$ cat config.mk
export PLATFORM = sky130hd
export DESIGN_NAME = thermal_event_config_register
export DESIGN_NICKNAME = d
export VERILOG_FILES = /design/src/thermal_cfg_pkg.sv /design/src/thermal_event_config_register.sv
export SDC_FILE = /design/constraint.sdc
export NUM_CORES = 1
export LEC_CHECK = 0
export ABC_AREA = 0
export BUFFER_PORTS_ARGS = -buffer_cell sky130_fd_sc_hd__buf_2
export CORE_MARGIN = 2
export CORE_UTILIZATION = 44
export DETAILED_ROUTE_END_ITERATION = 10
export GPL_ROUTABILITY_DRIVEN = 0
export PLACE_DENSITY = 0.8
export SYNTH_ARGS = -nofsm -noshare
export SYNTH_HDL_FRONTEND = slang
export SYNTH_SLANG_ARGS = --single-unit
$ cat constraint.sdc
create_clock -name CORE_CLK -period 2.14 [get_ports CORE_CLK]
set_input_delay 0.107 -clock CORE_CLK [delete_from_list [all_inputs] [get_ports CORE_CLK]]
set_output_delay 0.107 -clock CORE_CLK [all_outputs]
set_load 0.005 [all_outputs]
$ cat src/thermal_cfg_pkg.sv
/*
 Constants for the event and power configuration register of a temperature sensor.
 Assumes a serial front end that turns host transfers into word strobes on one clock.
*/
package thermal_cfg_pkg;
	localparam int CFG_W = 16;
	localparam int HYST_W = 5;
	// Field positions
	localparam int B_MODE = 0;
	localparam int B_POL = 1;
	localparam int B_CRIT_ONLY = 2;
	localparam int B_OUT_EN = 3;
	localparam int B_STATUS = 4;
	localparam int B_CLEAR = 5;
	localparam int B_ALARM_LOCK = 6;
	localparam int B_CRIT_LOCK = 7;
	localparam int B_SHUTDOWN = 8;
	localparam int B_HYST_LO = 9;
	localparam int B_HYST_HI = 10;
	// Values after reset
	localparam logic [CFG_W-1:0] CFG_RESET = 16'h0000;
	localparam logic [1:0] HYST_RESET = 2'h0;
	// Hysteresis codes and their size in quarter-degree steps
	localparam logic [1:0] HYST_NONE = 2'h0;
	localparam logic [1:0] HYST_1P5 = 2'h1;
	localparam logic [1:0] HYST_3P0 = 2'h2;
	localparam logic [1:0] HYST_6P0 = 2'h3;
	localparam logic [HYST_W-1:0] HQ_NONE = 5'h00;
	localparam logic [HYST_W-1:0] HQ_1P5 = 5'h06;
	localparam logic [HYST_W-1:0] HQ_3P0 = 5'h0C;
	localparam logic [HYST_W-1:0] HQ_6P0 = 5'h18;
endpackage

$ cat src/thermal_event_config_register.sv
/*
 Configuration register for the event output, trip locks, shutdown and hysteresis.
 Assumes the serial front end and the converter share CORE_CLK; trip comparisons arrive
 already registered, so no synchronisers are used. RST_B is the power-on reset.
*/
`timescale 1ns/1ps
module thermal_event_config_register (
	input  wire logic                          CORE_CLK,
	input  wire logic                          RST_B,
	input  wire logic                          CFG_WR_STB,
	input  wire logic [thermal_cfg_pkg::CFG_W-1:0] CFG_WDATA,
	output logic      [thermal_cfg_pkg::CFG_W-1:0] CFG_RDATA,
	input  wire logic                          ABOVE_CRIT,
	input  wire logic                          ABOVE_ALARM,
	input  wire logic                          BELOW_ALARM,
	input  wire logic                          ALARM_TRIP_WR_REQ,
	input  wire logic                          CRIT_TRIP_WR_REQ,
	output logic                               ALARM_TRIP_WR_EN,
	output logic                               CRIT_TRIP_WR_EN,
	output logic                               THERMAL_SENSING_EN,
	output logic      [thermal_cfg_pkg::HYST_W-1:0] HYST_QDEG,
	output logic                               EVENT_O,
	output logic                               EVENT_OE_B
);
	import thermal_cfg_pkg::*;

	// Hysteresis code to quarter-degree steps
	function automatic logic [HYST_W-1:0] hyst_steps(input logic [1:0] code);
		case (code)
			HYST_NONE: hyst_steps = HQ_NONE;
			HYST_1P5: hyst_steps = HQ_1P5;
			HYST_3P0: hyst_steps = HQ_3P0;
			HYST_6P0: hyst_steps = HQ_6P0;
			default: hyst_steps = HQ_NONE;
		endcase
	endfunction

	logic       mode_q, mode_d;
	logic       pol_q, pol_d;
	logic       crit_only_q, crit_only_d;
	logic       out_en_q, out_en_d;
	logic       alarm_lock_q, alarm_lock_d;
	logic       crit_lock_q, crit_lock_d;
	logic       shutdown_q, shutdown_d;
	logic [1:0] hyst_q, hyst_d;
	logic       pend_q, pend_d;
	logic       cond_q, cond_d;
	logic       event_q, event_d;
	logic [CFG_W-1:0] rdata_q, rdata_d;
	logic [HYST_W-1:0] hyst_qdeg_q, hyst_qdeg_d;
	logic       pin_q, pin_d;
	logic       oe_b_q, oe_b_d;
	logic       locked;
	logic       cond;
	logic       clr_req;

	assign locked = alarm_lock_q | crit_lock_q;

	// Event condition; shutdown stops sensing, so nothing can trip
	always_comb begin
		if (shutdown_q) begin
			cond = 1'b0;
		end else if (crit_only_q) begin
			cond = ABOVE_CRIT;
		end else begin
			cond = ABOVE_CRIT | ABOVE_ALARM | BELOW_ALARM;
		end
	end

	// Clear request acts only in interrupt mode and never above the critical limit
	assign clr_req = CFG_WR_STB & CFG_WDATA[B_CLEAR] & mode_q & ~ABOVE_CRIT;

	// Next values of the configuration fields and event state
	always_comb begin
		mode_d = mode_q;
		pol_d = pol_q;
		crit_only_d = crit_only_q;
		out_en_d = out_en_q;
		alarm_lock_d = alarm_lock_q;
		crit_lock_d = crit_lock_q;
		shutdown_d = shutdown_q;
		hyst_d = hyst_q;
		if (CFG_WR_STB) begin
			// Status, clear and reserved bits store nothing
			if (!locked) begin
				mode_d = CFG_WDATA[B_MODE];
				pol_d = CFG_WDATA[B_POL];
				crit_only_d = CFG_WDATA[B_CRIT_ONLY];
				out_en_d = CFG_WDATA[B_OUT_EN];
				shutdown_d = CFG_WDATA[B_SHUTDOWN];
			end else begin
				shutdown_d = shutdown_q & CFG_WDATA[B_SHUTDOWN];
			end
			// Locks are sticky: a zero never clears them, one write sets them
			alarm_lock_d = alarm_lock_q | CFG_WDATA[B_ALARM_LOCK];
			crit_lock_d = crit_lock_q | CFG_WDATA[B_CRIT_LOCK];
			hyst_d = CFG_WDATA[B_HYST_HI:B_HYST_LO];
		end
		cond_d = cond;
		// A new trip edge wins over a clear in the same cycle
		if (!mode_q || shutdown_q) begin
			pend_d = 1'b0;
		end else if (cond && !cond_q) begin
			pend_d = 1'b1;
		end else if (clr_req) begin
			pend_d = 1'b0;
		end else begin
			pend_d = pend_q;
		end
		// Comparator follows the condition; interrupt holds the latched event
		if (mode_q) begin
			event_d = pend_d | (ABOVE_CRIT & ~shutdown_q);
		end else begin
			event_d = cond;
		end
		rdata_d = '0;
		rdata_d[B_MODE] = mode_d;
		rdata_d[B_POL] = pol_d;
		rdata_d[B_CRIT_ONLY] = crit_only_d;
		rdata_d[B_OUT_EN] = out_en_d;
		rdata_d[B_STATUS] = event_d & out_en_d;
		rdata_d[B_ALARM_LOCK] = alarm_lock_d;
		rdata_d[B_CRIT_LOCK] = crit_lock_d;
		rdata_d[B_SHUTDOWN] = shutdown_d;
		rdata_d[B_HYST_HI:B_HYST_LO] = hyst_d;
		// Pin, enable and hysteresis outputs leave from flops so they cannot glitch
		hyst_qdeg_d = hyst_steps(hyst_d);
		pin_d = event_d ? pol_d : ~pol_d;
		oe_b_d = ~out_en_d;
	end

	// Registers; only power-on reset clears the locks
	always_ff @(posedge CORE_CLK or negedge RST_B) begin
		if (!RST_B) begin
			mode_q <= CFG_RESET[B_MODE];
			pol_q <= CFG_RESET[B_POL];
			crit_only_q <= CFG_RESET[B_CRIT_ONLY];
			out_en_q <= CFG_RESET[B_OUT_EN];
			alarm_lock_q <= CFG_RESET[B_ALARM_LOCK];
			crit_lock_q <= CFG_RESET[B_CRIT_LOCK];
			shutdown_q <= CFG_RESET[B_SHUTDOWN];
			hyst_q <= HYST_RESET;
			pend_q <= 1'b0;
			cond_q <= 1'b0;
			event_q <= 1'b0;
			rdata_q <= CFG_RESET;
			hyst_qdeg_q <= HQ_NONE;
			pin_q <= ~CFG_RESET[B_POL];
			oe_b_q <= ~CFG_RESET[B_OUT_EN];
		end else begin
			mode_q <= mode_d;
			pol_q <= pol_d;
			crit_only_q <= crit_only_d;
			out_en_q <= out_en_d;
			alarm_lock_q <= alarm_lock_d;
			crit_lock_q <= crit_lock_d;
			shutdown_q <= shutdown_d;
			hyst_q <= hyst_d;
			pend_q <= pend_d;
			cond_q <= cond_d;
			event_q <= event_d;
			rdata_q <= rdata_d;
			hyst_qdeg_q <= hyst_qdeg_d;
			pin_q <= pin_d;
			oe_b_q <= oe_b_d;
		end
	end

	// Trip register write permits; combinational so the front end stalls nothing
	assign ALARM_TRIP_WR_EN = ALARM_TRIP_WR_REQ & ~alarm_lock_q;
	assign CRIT_TRIP_WR_EN = CRIT_TRIP_WR_REQ & ~crit_lock_q;
	assign THERMAL_SENSING_EN = ~shutdown_q;
	assign HYST_QDEG = hyst_qdeg_q;
	assign CFG_RDATA = rdata_q;
	// Pin level is the active level when asserted; disabled output releases the pin
	assign EVENT_O = pin_q;
	assign EVENT_OE_B = oe_b_q;
endmodule

### Word level (Yosys, flattened, before mapping)

Cells that the tools add are included.

| word-level totals | value |
|---|---|
| register bits after elaboration | 28 |
| output and inout port bits | 26 |
| logic and storage cells | 63 |
| input port bits | 24 |

| operators by class | value |
|---|---|
| bitwise logic cells | 20 |
| mux-type cells | 21 |
| reduce and logical (&&, ||, !) cells | 5 |
| equality and inequality tests | 3 |

Operators by type and width:

| kind | number |
|---|---|
| $pmux 5 s4 | 1 |
| $mux 1 | 19 |
| $and 1x1->1 | 8 |
| $not 1->1 | 6 |
| $or 1x1->1 | 6 |
| $eq 2x2->1 const B | 2 |
| $eq 2x1->1 const B | 1 |
| $logic_not 1->1 | 2 |
| $logic_not 2->1 | 1 |
| $mux 2 | 1 |
| $logic_and 1x1->1 | 1 |
| $logic_or 1x1->1 | 1 |

### Longest topological paths before layout

| depth | value |
|---|---|
| word-level depth | 10 |
| gate-level depth with buffers | 4 |
| gate-level depth less buffers | 4 |

### Worst setup path after synthesis

No wires, ideal clock.

| timing path | value |
|---|---|
| kind | register to register |
| start point | register, netlist name CFG_RDATA[6] |
| end point | register pin_q (netlist: EVENT_O) |
| data required time | 2051 ps |
| slack | 866 ps |
| clock period less this slack | 1274 ps |
| buffers on the path | 0 |
| setup time | 89 ps |
| stages on the path, launching flop included | 4 |
| arrival time | 1184 ps |
| path through | dfrtp_1 -> nor3b_4 -> mux2_4 -> xor2_2 |

RTL lines:

| item | line | source |
|---|---|---|
| end signal, assigned | thermal_event_config_register.sv:148 | `pin_q <= ~CFG_RESET[B_POL];` |
| end signal, assigned | thermal_event_config_register.sv:164 | `pin_q <= pin_d;` |
| end, declared | thermal_event_config_register.sv:51 | `logic pin_q, pin_d;` |

==> summary.txt <==
run status = finished, final reports clean
synth-to-layout area growth = 19.6%
Max stage delay on crit path = 440 ps
Skew-Pair Late Insertion Delay = 280 ps
root buffer cell = clkbuf_4
clock slew at reported path FFs = 100 ps
initial antenna violation count = 0
Vias = 543
Worst Hold Class = input port to register
share of layout cells above drive strength 1 = 51.0%
worst r2r path cells = 3
RSZ-0062 raised after global routing = no
Final Slew Violations = 0
Iteration-0 DRC Markers = 2
hold path startpoint = CFG_WDATA[6]
grt ovf = 0
WHS Endpoint = CFG_RDATA[6]
minimum clock period = 1360 ps
n_diodes = 0
clk_skew = 4.13 ps
Core Rows = 15
post-CTS setup buffers = 0
Max rail drop VDD = 0.450 mV
io pins = 50
worst reg2reg path endpoint = EVENT_O
vias in the first global route = 508
beginning of the worst register-to-register path = CFG_RDATA[6]
Synth Register Bits = 17
maxcap violations = 0
Post-synth ARST share = 100%
Min-Delay Path Depth = 2
DRC = 0
die width = 46.7 µm
CTS Sinks = 17
number of enable flip-flop cells after synthesis = 0
worst path required time = 2350 ps
Initial Utilization = 46.5%
leakage = 0.511 nW
Post-DRT Antenna Nets = 0
Avg Inst Size Synth = 12.2 µm²
# resized after CTS = 0
Synth area leaders = dfrtp_1, buf_4, dfstp_2
clk buf depth = 2
H-tree Lvls = 1
largest net degree at the start of global routing = 18
CP Max Fanout = 5
startpoint types = register
end-of-flow core utilization = 55.7%
DIE HEIGHT = 46.7 µm
Arr. time, crit path = 1570 ps
synth cell count leaders = buf_4, dfrtp_1, inv_1, a21oi_1, nor2b_1
post-synthesis cell type count = 19
Register Area = 428 µm²
count of input and output buffers = 36
die area = 0.00218 mm²
# fillers = 173
Int Pwr = 0.504 mW
cts bufs inserted = 3
Final nets = 125
GR Util All Layers = 13.1%
Peak Freq = 735 MHz
drt pass-1 iters = 2
Vias/cell = 4.41
Final HPWL DP = 1070 µm
Flop pwr share = 56.9%
delay-heaviest family, CP = flip-flops
TNS Setup = 0 ps
Comb pwr share = 18.9%
register area share after synthesis = 53.3%
Syn. warnings = 0
routed wire length per instance = 10.6 µm
CTS tree = done
first-pass GRT wire length = 2000 µm
Critical path buffers and inverters = 0
Hold WS = 34.8 ps
ys flop type = dfrtp_1
post-synthesis cell count = 66
Clk pwr share = 24.3%
cell area power density = 704 mW/mm²
Crit-path slowest cell = dfrtp_1
multi-input gate area in the final layout = 251 µm²
core region area = 0.00173 mm²
Final Routed Wirelength = 1300 µm
Sw Ratio = 25.4%
Final Hold Viols = 0
flop2flop setup slack = 780 ps
final period utilization = 63.5%
Worst Setup End Kind = register
WS Path Type = register to register
# setup viols final = 0
CP cell instances = nor3b_4 > mux2_4 > xor2_2
post-synthesis instance area = 803 µm²
post-synth top area share = 46.7%
Synth area leader = dfrtp_1
Psw = 0.172 mW
[state kept, by name, indices dropped and copies added, names as in the netlist]
| register | cells |
|---|---|
| hyst_q | 1 |
| HYST_QDEG | 4 |
| CFG_RDATA | 8 |
| EVENT_OE_B | 1 |
| EVENT_O | 1 |
| pend_q | 1 |
| cond_q | 1 |
[layer usage]
| layer | part of all wire (%) | GRT usage [%] | up-vias | wire length, µm |
|---|---|---|---|---|
| li1 | - | - | 254 | - |
| met1 | 39 | 14.1 | 269 | 502 |
| met2 | 57 | 25.3 | 20 | 737 |
| met3 | 4.7 | 3.53 | 0 | 61 |
| met4 | 0 | 3.33 | 0 | 0 |
| met5 | 0 | 0 | - | 0 |
[logic make-up after synthesis]
| kind of cell | synth area share, % |
|---|---|
| compound gates | 6.70 |
| xor+xnor | 2.03 |
| fa+ha+maj | 3.11 |
| buf+inv | 18.2 |
| flops | 53.3 |
| mux | 8.57 |
| other cells | 0.467 |
| simple gates | 7.63 |
[stage by stage]
stage                     setup WS (ps)  cells  area (µm²)  power (mW)
final                               780    123         961       0.676
after floorplan                     866     72         826       0.480
after CTS                           732    122         951       0.688
after detailed placement            749    117         913       0.519
after global placement              768    117         913       0.514
after global routing                689    123         961       0.721
[cell usage in the layout (no fill, tap or decap), types with 3 or more instances in the layout]
cell type / instances
buf_2: 36
dfrtp_1: 15
conb_1: 7
inv_1: 6
a21oi_1: 4
nor2b_1: 4
mux2_2: 3
clkbuf_4: 3
[power by group through the flow]
stage | Combinational [mW] | Clock, mW | Sequential (mW)
3_3_place_gp | 0.124 | 0 | 0.389
5_1_grt | 0.145 | 0.187 | 0.389
6_report | 0.128 | 0.164 | 0.384
4_1_cts | 0.129 | 0.173 | 0.386
3_5_place_dp | 0.127 | 0 | 0.392
2_1_floorplan | 0.0872 | 0 | 0.393
[worst max path at each step]
stage | end | cells after the start | startpoint
after global routing | EVENT_O | 3 | CFG_RDATA[6]
after detailed placement | EVENT_O | 3 | CFG_RDATA[6]
final | EVENT_O | 3 | CFG_RDATA[6]
after CTS | EVENT_O | 3 | CFG_RDATA[6]
after floorplan | EVENT_O | 3 | CFG_RDATA[6]
after global placement | EVENT_O | 3 | CFG_RDATA[6]
[final cells by class]
type,instances,area share [%]
Inverter,6,2.34
Timing Repair Buffer,38,20.8
Tap cell,25,3.26
Clock buffer,3,2.34
Multi-Input combinational cell,33,26.2
Sequential cell,17,44.5
Clock inverter,1,0.521
[what timing repair did]
item	4_1_cts	5_1_grt
setup endpoints to repair	0	0
hold buffers	1	1
endpoints found under the hold margin	15	1
(Power assumes the default switching activity.)
